--- src/clock_router_pkg.sv ---
// constants, field layouts and types shared by the clock router and its
// configuration store; assumes a single 125 MHz system clock.
package clock_router_pkg;

    // -------------------------------------------------------------------
    // timing
    // -------------------------------------------------------------------
    localparam int CLK_MHZ = 125;               // system clock, 8 ns period
    localparam int LOCK_TYP_US = 1000;          // typical lock time, 1.0 ms
    localparam int LOCK_MAX_US = 3000;          // longest lock time, 3 ms
    localparam int LOCK_TYP_CYCLES = LOCK_TYP_US * CLK_MHZ;
    localparam int LOCK_MAX_CYCLES = LOCK_MAX_US * CLK_MHZ;
    localparam int LOCK_CNT_W = 19;             // holds LOCK_MAX_CYCLES

    // -------------------------------------------------------------------
    // crystal load capacitance, in femtofarads
    // -------------------------------------------------------------------
    localparam int CAP_MIN_FF = 6000;           // 6 pF at code zero
    localparam int CAP_STEP_FF = 375;           // 0.375 pF per code step
    localparam int CAP_MAX_FF = 30000;          // 30 pF range end
    localparam int BYPASS_MAX_MHZ = 166;        // driven reference limit

    // -------------------------------------------------------------------
    // register map: word index, byte offset is four times the index
    // -------------------------------------------------------------------
    localparam int NV_WORDS = 8;
    localparam logic [3:0] IDX_SYN1_SET0 = 4'h0;
    localparam logic [3:0] IDX_SYN1_SET1 = 4'h1;
    localparam logic [3:0] IDX_SYN2 = 4'h2;
    localparam logic [3:0] IDX_SYN3 = 4'h3;
    localparam logic [3:0] IDX_OUT_A = 4'h4;
    localparam logic [3:0] IDX_OUT_B = 4'h5;
    localparam logic [3:0] IDX_OUT_C = 4'h6;
    localparam logic [3:0] IDX_MISC = 4'h7;
    localparam logic [3:0] IDX_STATUS = 4'h8;
    localparam logic [3:0] IDX_CTRL = 4'h9;

    // -------------------------------------------------------------------
    // field positions
    // -------------------------------------------------------------------
    localparam int Q_LSB = 0;                   // eight-bit predivider
    localparam int P_LSB = 8;                   // eleven-bit multiplier
    localparam int DIV0_LSB = 0;                // post divider, select low
    localparam int DIV1_LSB = 8;                // post divider, select high
    localparam int SRC_LSB = 16;                // crosspoint source
    localparam int INV_BIT = 18;                // inverted phase
    localparam int FUNC_LSB = 0;                // pin function
    localparam int SUSP_FS_BIT = 2;             // suspend alongside select
    localparam int SUSP_SYN_LSB = 4;            // suspended synthesizers
    localparam int SUSP_OUT_LSB = 8;            // suspended outputs
    localparam int CAP_LSB = 16;                // load capacitance code
    localparam int DRV_LSB = 24;                // oscillator drive strength
    localparam int BYP_BIT = 26;                // load capacitor bypass
    localparam int CTRL_RELOAD_BIT = 0;         // reload from store

    // -------------------------------------------------------------------
    // types
    // -------------------------------------------------------------------
    typedef enum logic [1:0] {
        PIN_FREQ_SELECT,
        PIN_SUSPEND,
        PIN_OUTPUT_ENABLE,
        PIN_SHUTDOWN
    } pin_func_t;

    typedef enum logic [1:0] {
        SRC_REF,
        SRC_SYNTH_ONE,
        SRC_SYNTH_TWO,
        SRC_SYNTH_THREE
    } src_t;

    // -------------------------------------------------------------------
    // content of the store before anything is programmed
    // -------------------------------------------------------------------
    localparam logic [NV_WORDS-1:0][31:0] NV_DEFAULT = {
        32'h0020_0000,  // misc: select pin, cap code 0x20
        32'h0000_0004,  // out c: reference / 4
        32'h0000_0402,  // out b: reference / 2 or / 4
        32'h0000_0201,  // out a: reference / 1 or / 2
        32'h0000_0102,  // synth three: 1/2
        32'h0000_0102,  // synth two: 1/2
        32'h0000_0104,  // synth one set 1: 1/4
        32'h0000_0102   // synth one set 0: 1/2
    };

endpackage : clock_router_pkg

--- src/cfg_store_if.sv ---
// bundle between the router and its configuration store;
// assumes the store answers reads one clock after the address.
`timescale 1ns/100ps
interface cfg_store_if;
    logic wr_en;            // write strobe
    logic [3:0] wr_be;      // byte enables of the write
    logic [2:0] wr_addr;    // word written
    logic [31:0] wr_data;   // data written
    logic [2:0] rd_addr;    // word read
    logic [31:0] rd_data;   // registered read data

    modport store (input wr_en, input wr_be, input wr_addr, input wr_data, input rd_addr, output rd_data);
    modport user (output wr_en, output wr_be, output wr_addr, output wr_data, output rd_addr, input rd_data);
endinterface : cfg_store_if

--- src/cfg_store.sv ---
// nonvolatile configuration store with byte-enabled writes;
// assumes the read address is held by the user, data one clock later.
`timescale 1ns/100ps
module cfg_store #(
    parameter int WORDS = clock_router_pkg::NV_WORDS
) (
    // clock
    input wire logic clk,
    // access
    cfg_store_if.store port
);

    typedef struct packed {
        logic [WORDS-1:0][31:0] mem;  // stored words
        logic [31:0] rdata;           // read register
    } state_t;

    // contents survive reset: no reset term, only the shipped defaults
    state_t state_q = '{mem: clock_router_pkg::NV_DEFAULT, rdata: 32'h0000_0000};
    state_t state_d;

    // -------------------------------------------------------------------
    // next state
    // -------------------------------------------------------------------
    always_comb begin
        state_d = state_q;
        // read first, so a same-cycle write shows next access
        state_d.rdata = state_q.mem[port.rd_addr];
        if (port.wr_en) begin
            for (int b = 0; b < 4; b++) begin
                if (port.wr_be[b]) begin
                    state_d.mem[port.wr_addr][8*b +: 8] = port.wr_data[8*b +: 8];
                end
            end
        end
    end

    // -------------------------------------------------------------------
    // registers
    // -------------------------------------------------------------------
    always_ff @(posedge clk) begin
        state_q <= state_d;
    end

    assign port.rd_data = state_q.rdata;

endmodule : cfg_store

--- src/three_synth_clock_router.sv ---
// three-synthesizer clock router: store load, synthesizers, crosspoint,
// post dividers, pin functions and crystal settings, Avalon-MM slave.
// assumes all inputs synchronous to clk; clocks are modelled as edges of clk.
//
// How it works
// - synthesizer rate is reference times multiplier over predivider, at most reference
// - control pin serves one of four functions
// - select level picks synth one and divider set
// - divider changes land only at period boundaries
// - low pin suspends configured synthesizers and outputs
// - output enable low tri-states all three outputs
// - shutdown tri-states outputs, stops oscillator, reference, synthesizers and dividers; bus keeps answering
// - leaving shutdown forces a new lock wait
// - six-bit load capacitance code, 0.375 pF steps
// - oscillator drive strength comes from configuration
// - driven reference bypasses caps, feedback left floating
// - crosspoint routes four sources through seven-bit dividers
// - outputs a and b pick divider by select
// - output c has one divider, select ignored
// - suspended synthesizer stops; suspended output only floats
// - inverted phase selectable per output
// - lock within the lock-time count after start
//
// Register access over Avalon-MM and the address map are this design's own decisions.
`timescale 1ns/100ps
module three_synth_clock_router #(
    parameter int LOCK_CYCLES = clock_router_pkg::LOCK_TYP_CYCLES  // lock wait per synthesizer
) (
    // clock and reset
    input wire logic clk,
    input wire logic reset,
    // avalon-mm slave
    input wire logic [5:0] address,
    input wire logic read,
    input wire logic write,
    input wire logic [31:0] writedata,
    input wire logic [3:0] byteenable,
    output logic [31:0] readdata,
    output logic waitrequest,
    // multipurpose control pin
    input wire logic ctrl_pin,
    // clock outputs with their drive enables
    output logic output_clock_a,
    output logic output_clock_a_oe,
    output logic output_clock_b,
    output logic output_clock_b_oe,
    output logic output_clock_c,
    output logic output_clock_c_oe,
    // oscillator controls
    output logic osc_enable,
    output logic osc_feedback_oe,
    output logic [5:0] cap_load_code,
    output logic cap_bypass,
    output logic [1:0] osc_drive
);

    typedef enum logic {ST_LOAD, ST_RUN} st_t;

    typedef struct packed {
        st_t st;                                    // load or run
        logic [2:0] ld_idx;                         // word being read
        logic ld_cap;                               // data due this cycle
        logic [2:0] cap_idx;                        // word that data belongs to
        logic [7:0][31:0] cfg;                      // live configuration
        logic [1:0] phase;                          // bus wait phase
        logic [31:0] rdata;                         // bus read data
        logic [2:0][7:0] acc;                       // rate accumulators
        logic [2:0][clock_router_pkg::LOCK_CNT_W-1:0] lock_cnt;  // lock timers
        logic [2:0] locked;                         // synthesizer locked
        logic [2:0][6:0] dcnt;                      // divider counters
        logic [2:0][6:0] dcur;                      // divider in use
        logic [2:0] lvl;                            // divider output level
        logic [2:0] oclk;                           // output clock levels
        logic [2:0] oe;                             // output drive enables
    } state_t;

    state_t state_q;
    state_t state_d;
    cfg_store_if store_bus ();

    // -------------------------------------------------------------------
    // helpers
    // -------------------------------------------------------------------
    // a zero divider or predivider behaves as one
    function automatic logic [6:0] div_of(input logic [6:0] v);
        return (v == 7'h00) ? 7'h01 : v;
    endfunction : div_of

    function automatic logic [7:0] q_of(input logic [31:0] w);
        return (w[clock_router_pkg::Q_LSB +: 8] == 8'h00) ? 8'h01 : w[clock_router_pkg::Q_LSB +: 8];
    endfunction : q_of

    localparam logic [clock_router_pkg::LOCK_CNT_W-1:0] LOCK_END = clock_router_pkg::LOCK_CNT_W'(LOCK_CYCLES);

    // -------------------------------------------------------------------
    // configuration store
    // -------------------------------------------------------------------
    cfg_store #(
        .WORDS(clock_router_pkg::NV_WORDS)
    ) u_store (
        .clk(clk),
        .port(store_bus.store)
    );

    // -------------------------------------------------------------------
    // next state
    // -------------------------------------------------------------------
    logic [31:0] misc;          // misc word in use
    logic [1:0] func;           // pin function
    logic shut;                 // shutdown in force
    logic oe_off;               // output enable low
    logic susp;                 // suspend in force
    logic fs;                   // frequency select level
    logic run;                  // configuration loaded
    logic req;                  // bus request present
    logic [3:0] idx;            // bus word index
    logic [3:0] tick;           // source edges: ref, synth one..three
    logic [31:0] sw;            // synthesizer word in use
    logic [31:0] ow;            // output word in use
    logic [11:0] sum;           // accumulator sum
    logic [6:0] ndiv;           // divider wanted now
    logic [1:0] src;            // selected source

    always_comb begin
        state_d = state_q;
        run = (state_q.st == ST_RUN);
        misc = state_q.cfg[clock_router_pkg::IDX_MISC[2:0]];
        func = misc[clock_router_pkg::FUNC_LSB +: 2];
        // pin decoding, one function at a time
        shut = run && !ctrl_pin && (func == clock_router_pkg::PIN_SHUTDOWN);
        oe_off = !ctrl_pin && (func == clock_router_pkg::PIN_OUTPUT_ENABLE);
        susp = !ctrl_pin && ((func == clock_router_pkg::PIN_SUSPEND) ||
            ((func == clock_router_pkg::PIN_FREQ_SELECT) && misc[clock_router_pkg::SUSP_FS_BIT]));
        fs = ctrl_pin && (func == clock_router_pkg::PIN_FREQ_SELECT);
        req = (read || write) && run;
        idx = address[5:2];
        tick = 4'h0;
        sw = 32'h0000_0000;
        ow = 32'h0000_0000;
        sum = 12'h000;
        ndiv = 7'h01;
        src = 2'h0;

        // store load after reset or reload; bus stalls meanwhile
        state_d.ld_cap = 1'b0;
        if (!run) begin
            state_d.ld_cap = !(state_q.ld_cap && (state_q.cap_idx == 3'h7));
            state_d.cap_idx = state_q.ld_idx;
            state_d.ld_idx = state_q.ld_idx + 3'h1;
            if (state_q.ld_cap) begin
                state_d.cfg[state_q.cap_idx] = store_bus.rd_data;
                if (state_q.cap_idx == 3'h7) begin
                    state_d.st = ST_RUN;
                    state_d.ld_idx = 3'h0;
                end
            end
        end

        // bus: two wait cycles, then answer on the third
        state_d.phase = (req && (state_q.phase != 2'h2)) ? state_q.phase + 2'h1 : 2'h0;
        // only reads load the read register; writes leave the last read data standing
        if (read && run && (state_q.phase == 2'h1)) begin
            if (idx < 4'(clock_router_pkg::NV_WORDS)) begin
                state_d.rdata = store_bus.rd_data;
            end else if (idx == clock_router_pkg::IDX_STATUS) begin
                state_d.rdata = {24'h00_0000, state_q.oe, ctrl_pin, 1'b1, state_q.locked};
            end else begin
                state_d.rdata = 32'h0000_0000;
            end
        end
        if (write && run && (state_q.phase == 2'h2) && (idx == clock_router_pkg::IDX_CTRL) &&
            byteenable[0] && writedata[clock_router_pkg::CTRL_RELOAD_BIT]) begin
            state_d.st = ST_LOAD;
        end

        // reference keeps running except in shutdown or during the store load
        tick[0] = run && !shut;

        // synthesizers
        for (int i = 0; i < 3; i++) begin
            if (i == 0) begin
                sw = fs ? state_q.cfg[clock_router_pkg::IDX_SYN1_SET1[2:0]]
                    : state_q.cfg[clock_router_pkg::IDX_SYN1_SET0[2:0]];
            end else begin
                sw = state_q.cfg[i + 1];
            end
            if (!run || shut || (susp && misc[clock_router_pkg::SUSP_SYN_LSB + i])) begin
                // stopped: all logic cleared, lock starts over
                state_d.acc[i] = 8'h00;
                state_d.lock_cnt[i] = '0;
                state_d.locked[i] = 1'b0;
            end else begin
                if (state_q.lock_cnt[i] >= LOCK_END - 1'b1) begin
                    state_d.locked[i] = 1'b1;
                end else begin
                    state_d.lock_cnt[i] = state_q.lock_cnt[i] + 1'b1;
                end
                // edge rate is reference * p / q, capped at reference
                sum = 12'(state_q.acc[i]) + 12'(sw[clock_router_pkg::P_LSB +: 11]);
                if (sw[clock_router_pkg::P_LSB +: 11] >= 11'(q_of(sw))) begin
                    state_d.acc[i] = 8'h00;
                    tick[i + 1] = state_q.locked[i];
                end else if (sum >= 12'(q_of(sw))) begin
                    state_d.acc[i] = 8'(sum - 12'(q_of(sw)));
                    tick[i + 1] = state_q.locked[i];
                end else begin
                    state_d.acc[i] = 8'(sum);
                end
            end
        end

        // crosspoint and post dividers
        for (int j = 0; j < 3; j++) begin
            ow = state_q.cfg[clock_router_pkg::IDX_OUT_A[2:0] + 3'(j)];
            src = ow[clock_router_pkg::SRC_LSB +: 2];
            if (j == 2) begin
                ndiv = div_of(ow[clock_router_pkg::DIV0_LSB +: 7]);
            end else begin
                ndiv = div_of(fs ? ow[clock_router_pkg::DIV1_LSB +: 7] : ow[clock_router_pkg::DIV0_LSB +: 7]);
            end
            if (!run || shut) begin
                // counters halted and cleared
                state_d.dcnt[j] = 7'h00;
                state_d.lvl[j] = 1'b0;
                state_d.dcur[j] = ndiv;
            end else if (tick[src]) begin
                // toggle every n source edges: period of 2n source periods
                if (state_q.dcnt[j] + 7'h01 >= state_q.dcur[j]) begin
                    state_d.dcnt[j] = 7'h00;
                    state_d.lvl[j] = !state_q.lvl[j];
                    if (!state_q.lvl[j]) begin
                        // level about to rise: new divider only at the start of a period
                        state_d.dcur[j] = ndiv;
                    end
                end else begin
                    state_d.dcnt[j] = state_q.dcnt[j] + 7'h01;
                end
            end
            state_d.oclk[j] = state_d.lvl[j] ^ ow[clock_router_pkg::INV_BIT];
            // suspended outputs only float; their counters go on
            state_d.oe[j] = run && !shut && !oe_off &&
                !(susp && misc[clock_router_pkg::SUSP_OUT_LSB + j]);
        end
    end

    // -------------------------------------------------------------------
    // registers
    // -------------------------------------------------------------------
    always_ff @(posedge clk) begin
        if (reset) begin
            state_q <= '0;
        end else begin
            state_q <= state_d;
        end
    end

    // -------------------------------------------------------------------
    // store access: load walk has the read port, else the bus
    // -------------------------------------------------------------------
    assign store_bus.rd_addr = (state_q.st == ST_RUN) ? address[4:2] : state_q.ld_idx;
    assign store_bus.wr_en = write && (state_q.st == ST_RUN) && (state_q.phase == 2'h2) &&
        (address[5:2] < 4'(clock_router_pkg::NV_WORDS));
    assign store_bus.wr_be = byteenable;
    assign store_bus.wr_addr = address[4:2];
    assign store_bus.wr_data = writedata;

    // -------------------------------------------------------------------
    // outputs
    // -------------------------------------------------------------------
    assign waitrequest = (read || write) && !((state_q.st == ST_RUN) && (state_q.phase == 2'h2));
    assign readdata = state_q.rdata;
    assign output_clock_a = state_q.oclk[0];
    assign output_clock_b = state_q.oclk[1];
    assign output_clock_c = state_q.oclk[2];
    assign output_clock_a_oe = state_q.oe[0];
    assign output_clock_b_oe = state_q.oe[1];
    assign output_clock_c_oe = state_q.oe[2];
    // oscillator off in shutdown; settings straight from the live word
    assign osc_enable = (state_q.st == ST_RUN) && !shut;
    assign cap_bypass = misc[clock_router_pkg::BYP_BIT];
    // a driven reference gets no load caps and no feedback drive
    assign cap_load_code = cap_bypass ? 6'h00 : misc[clock_router_pkg::CAP_LSB +: 6];
    assign osc_feedback_oe = osc_enable && !cap_bypass;
    assign osc_drive = misc[clock_router_pkg::DRV_LSB +: 2];

endmodule : three_synth_clock_router

--- config.mk ---
export PLATFORM = sky130hd
export DESIGN_NAME = three_synth_clock_router
export DESIGN_NICKNAME = d
export VERILOG_FILES = /design/src/clock_router_pkg.sv /design/src/cfg_store_if.sv /design/src/cfg_store.sv /design/src/three_synth_clock_router.sv
export SDC_FILE = /design/constraint.sdc
export NUM_CORES = 1
export LEC_CHECK = 0
export BUFFER_PORTS_ARGS = -buffer_cell sky130_fd_sc_hd__buf_2
export CORE_MARGIN = 1.5
export CORE_UTILIZATION = 35
export CTS_CLUSTER_SIZE = 28
export DETAILED_ROUTE_END_ITERATION = 12
export SKIP_CTS_REPAIR_TIMING = 1
export SYNTH_ARGS = -nofsm -noshare
export SYNTH_HDL_FRONTEND = slang
export SYNTH_SLANG_ARGS = --single-unit
--- constraint.sdc ---
create_clock -name clk -period 6.14 [get_ports clk]
set_clock_uncertainty 0.05 [all_clocks]
set_input_delay 0.614 -clock clk [delete_from_list [all_inputs] [get_ports clk]]
set_output_delay 0.614 -clock clk [all_outputs]
set_load 0.01 [all_outputs]
Word level (Yosys, flattened, before mapping)

Index checks and enable logic that the tools add are counted.

Bitwise operators: 5
Multiplexer cells: 83
Reductions and logical operators: 79
Equal/unequal tests: 12
$lt $le $gt $ge: 21
$add $sub $neg: 14

Operator list:

| kind                  | count |
|---|---|
| $mux 256              | 8 |
| $bwmux 256            | 5 |
| $demux 32 s3          | 5 |
| $mux 264              | 1 |
| $mux 7                | 20 |
| $mux 32               | 4 |
| $bmux 32 s3           | 1 |
| $mux 8                | 8 |
| $add 19x1->19 const B | 3 |
| $ge 19x17->1 const B  | 3 |
| $add 8x11->12         | 3 |
| $ge 12x8->1           | 3 |
| $ge 11x8->1           | 3 |
| $logic_and 1x1->1     | 33 |
| $logic_not 8->1       | 3 |
| $mux 24               | 1 |
| $sub 8x8->8           | 3 |
| $add 7x1->7 const B   | 3 |
| $ge 7x7->1            | 3 |
| $logic_not 7->1       | 3 |
| $mux 1                | 21 |
| $mux 19               | 1 |
| $mux 16               | 1 |
| $reduce_or 2->1       | 7 |
| 25 further kinds      | 68 |

Output and inout port bits: 50
Register bits: 721
Input bits: 47

Depth between registers and ports, before layout

Word-level depth: 15
Gate-level depth with buffers: 22
Gate-level depth less buffers: 18

Cells and area by module

A second synthesis with hierarchy kept.

Cell total of the unflattened synthesis: 2572
Area, all modules: 27724.1 um^2

Modules (own cells, without submodules):

| module                   | cells an instance | sequential area each (um^2) | area each (um^2) | times used |
|---|---|---|---|---|
| three_synth_clock_router | 2014              | 6306.0                      | 16318.2          | 1 |
| cfg_store                | 558               | 8328.0                      | 11405.9          | 1 |

Worst setup path after synthesis

No wires, ideal clock.

Path kind: input-to-reg
Start point: in ctrl_pin
End point: reg state_q[13] (netlist bit)
Required time: 5951 ps
Slack: 1145 ps
Library setup time: 139 ps
Buffers on the path: 4
Data arrival time: 4806 ps
Stages: 22
Cells stage by stage: nor3b_2 > buf_6 > buf_2 > buf_2 > mux2_2 > ha_1 > a21o_1 > a21oi_1 > o21bai_1 > a21oi_1 > o21ai_0 > xnor2_1 > ha_1 > and3_1 > o221a_2 > a211oi_2 > a21o_4 > a221oi_2 > nor3b_4 > buf_6 > a211oi_1 > a211oi_2

Cells in the longest elaborated chain, start to end: 12

RTL lines:

| what                                                   | RTL line                        | text |
|---|---|---|
| start: declaration                                     | three_synth_clock_router.sv:41  | `input wire logic ctrl_pin,` |
| branches (longest 12 deep; another with $add 8x11->12) | --                              |  |
| end signal: assignment                                 | three_synth_clock_router.sv:253 | `state_q <= state_d;` |
| end: declaration                                       | three_synth_clock_router.sv:77  | `state_t state_q;` |

Several ways; the timed one is not identified. The select of a mux whose other input is x is not followed.
A chain may end at the register's enable or synchronous reset.

Final worst setup path

Start point: reg state_q, in the netlist misc[1]
End point: reg state_q[11] (netlist bit)

Cells in the longest elaborated chain, start to end: 13

RTL lines:

| what |
|---|
| branches (longest 13 deep; another with $add 8x11->12) |

Several ways; the timed one is not identified. The select of a mux whose other input is x is not followed.

==> metrics.md <==
| Metric | Value |
|---|---|
| Status | `complete, no violations` |
| Post-route cell area | `0.0304 mm²` |
| Vias per cell | `5.13` |
| Die width | `281 µm` |
| Avg Synthesized Cell Area | `10.8 µm²` |
| Post-synth EDFFs | `256` |
| Peak Freq | `189 MHz` |
| Total congestion overflow | `0` |
| Global placement routability congestion | `0.824` |
| Relative slew slack | `16.7%` |
| Asr flop ratio synth | `0%` |
| 1st-pass router iterations | `5` |
| Global routing usage on met1 | `22.0%` |
| Initial Util | `35.5%` |
| Simple-gate portion of the synthesized area | `15.6%` |
| Root buffer cell | `clkbuf_16` |
| Largest family of logic cells by synthesized area | `simple AND/OR/NAND/NOR gates` |
| Setup ws final | `858 ps` |
| Total routed wirelength | `65300 µm` |
| Area grow syn2layout | `12.3%` |
| Antenna violations before repair | `7` |
| Via count | `18600` |
| Largest fanout on the critical path | `43` |
| DP Worst Slack | `468 ps` |
| Required @ worst endpoint | `6600 ps` |
| Distinct cells, synth | `79` |
| Routed Antenna Nets | `0` |
| Worst skew pair latency | `650 ps` |
| # H-tree levels | `2` |
| Power per cell area | `287 mW/mm²` |
| WL per Instance | `18.0 µm` |
| Slew Viols, Final | `0` |
| Met2 GRT Util | `27.7%` |
| Fin. Hold Viols | `0` |
| Vias in the first global route | `18200` |
| Fin nets | `2696` |
| HP Class | `input port to flip-flop` |
| Largest net degree at the start of global routing | `90` |
| Number of max-cap violations | `0` |
| Clock tree buffer depth | `3` |
| RSZ-0062 raised after global routing | `false` |
| Clock-pin slew on the worst setup and hold paths | `60 ps` |
| GR Util All Layers | `16.4%` |
| Iter 0 DRT Violations | `1141` |
| Period utilization | `86.0%` |
| Clk sink count | `603` |
| Syn nets | `2665` |
| Syn Inst Count | `2509` |
| Pleak | `11.1 nW` |
| Critical path launch point type | `flip-flop` |
| Worst vdd ir | `0.277 mV` |
| Slew @ Worst Pin | `1250 ps` |
| Rows | `101` |
| Synth Register Bits | `603` |
| Adder and majority gate portion of the synthesized area | `5.20%` |
| Kind of critical path | `flip-flop to flip-flop` |
| IO Port Bufs | `94` |
| Final setup violation count | `0` |
| TritonCTS clock tree | `yes` |
| Worst EP arrival | `5740 ps` |
| Share of cells above drive strength 1 | `13.9%` |
| CTS Buf Count | `59` |
| DP HPWL | `44600 µm` |
| Yosys Warn Count | `0` |
| Mapped Area | `0.0271 mm²` |
| Xor/xnor share of the synthesized area | `2.94%` |
| Compound-Gate Fraction of Synth Area | `10.2%` |
| Die area | `0.0791 mm²` |
| I/O Pins | `97` |
| Worst setup EP type | `flip-flop` |
| Prevailing post-synth register cell | `dfxtp_1` |
| Drt drc | `0` |
| Placed inst area | `0.0284 mm²` |
| Mux share of post-synthesis cell area | `8.40%` |
| Gr busiest metal | `met2` |
| Core Area | `0.0763 mm²` |
| Pwr Total | `0.00874 W` |
| Share of the yosys chip area belonging to registers | `54.0%` |
| Met3 usage in global routing | `2.44%` |
| Fillers | `7319` |
| Final min period | `5280 ps` |
| First-pass GRT wire length | `102000 µm` |
| Setup TNS | `0 ps` |
| Die Y | `281 µm` |
==> cells in the mapped netlist (all sizes together), types with 5 or more instances <==
cell,count,area (µm²)
and2,57,357
mux4,64,1440
mux2,41,462
dfxtp,347,6950
o21bai,8,63.8
or4,12,90.1
a21oi,251,1260
a21o,26,203
nand3b,5,37.5
and3,59,369
xor2,48,420
a221oi,10,100
nor3b,7,80.1
clkbuf,98,369
edfxtp,256,7690
a31oi,8,50.1
nor2,222,838
nand2b,25,156
nand4,15,93.8
xnor2,43,377
nand2,344,1290
nor3,39,200
o21ai,40,204
inv,69,259
o21a,12,90.1
or3,14,87.6
a211oi,39,348
fa,6,120
nor2b,35,219
ha,103,1290
nand3,38,190
nor4,15,93.8
o211ai,12,90.1
buf,52,360
mux2i,37,374
==> layout make-up <==
type / count / area, µm² / area share (%)
clock inverter: 33 / 395 / 1.30
antenna: 1 / 2.50 / 0.00822
inverter: 69 / 259 / 0.851
multi-input combinational: 1687 / 11600 / 38.0
timing repair buffer: 120 / 684 / 2.25
tap: 1030 / 1290 / 4.24
clock buffer: 78 / 1610 / 5.28
sequential: 603 / 14600 / 48.1
==> worst max-delay path, cell delays in order (launching register included) <==
cell,delay [ps]
dfxtp_1,370
nor3b_4,430
buf_12,310
mux2_2,400
ha_1,270
a21o_1,170
a21oi_1,140
nand2_1,100
a21oi_1,200
xnor2_1,160
ha_1,310
a21o_1,220
nand2_1,70
o2111ai_1,120
a211oi_2,480
a21o_4,280
a221oi_2,100
nor3b_4,550
a211oi_1,150
a211oi_1,230
==> logic make-up (layout without fill, tap and decap cells) <==
| family | Yosys count | after routing |
|---|---|---|
| buffers and inverters | 219 | 300 |
| muxes | 142 | 142 |
| adders and majority gates | 109 | 109 |
| AOI/OAI and AO/OA | 443 | 443 |
| other | 0 | 1 |
| xor gates and xnor gates | 91 | 91 |
| and+or+nand+nor | 902 | 902 |
| DFF | 603 | 603 |
==> worst paths after layout <==
check          startpoint  slack, ps  depth (start not counted)                   end
max reg2reg       misc[1]        860                         19           state_q[11]
min reg2reg      misc[10]        390                          1     output_clock_c_oe
max               misc[1]        860                         19           state_q[11]
min          writedata[6]        180                          1  u_store.state_q[230]
==> routing by layer <==
| layer | vias up | part of all wire [%] |
|---|---|---|
| met1 | 9063 | 45 |
| met2 | 429 | 48 |
| li1 | 9002 | - |
| met3 | 89 | 4.8 |
| met4 | 8 | 1.9 |
| met5 | - | 0.069 |
==> where the power goes <==
part / switching [W] / internal, W / leakage (nW)
registers: 0.000107 / 0.00422 / 5.18
clock network: 0.00159 / 0.00215 / 0.981
logic: 0.000386 / 0.000288 / 4.97
total: 0.00209 / 0.00666 / 11.1
==> sequential cells by signal, indices dropped and copies added, names as in the netlist, 10 cells and up <==
register and cells:
u_store.port.rd_data 32, state_q 229, sw 19, readdata 32, u_store.state_q 256, ow 10
misc 18
==> through the flow <==
stage | util [%] | hold WS, ps | cells
after floorplan | - | 356 | 2509
after global placement | 37.2 | 380 | 3509
after detailed placement | 37.2 | 381 | 3509
after CTS | 39.9 | 155 | 3620
after global routing | 39.9 | 183 | 3620
final | 39.9 | 182 | 3621
==> layout by cell type (no fill, tap or decap), drive strengths merged, types with 43 or more instances in the layout <==
| cell | synthesis | routed |
|---|---|---|
| dfxtp | 347 | 347 |
| nand2 | 344 | 344 |
| edfxtp | 256 | 256 |
| a21oi | 251 | 251 |
| nor2 | 222 | 222 |
| buf | 52 | 120 |
| ha | 103 | 103 |
| clkbuf | 98 | 78 |
| inv | 69 | 72 |
| mux4 | 64 | 64 |
| and3 | 59 | 59 |
| and2 | 57 | 57 |
| xor2 | 48 | 48 |
| xnor2 | 43 | 43 |
Power figures use the tool's default switching activity.
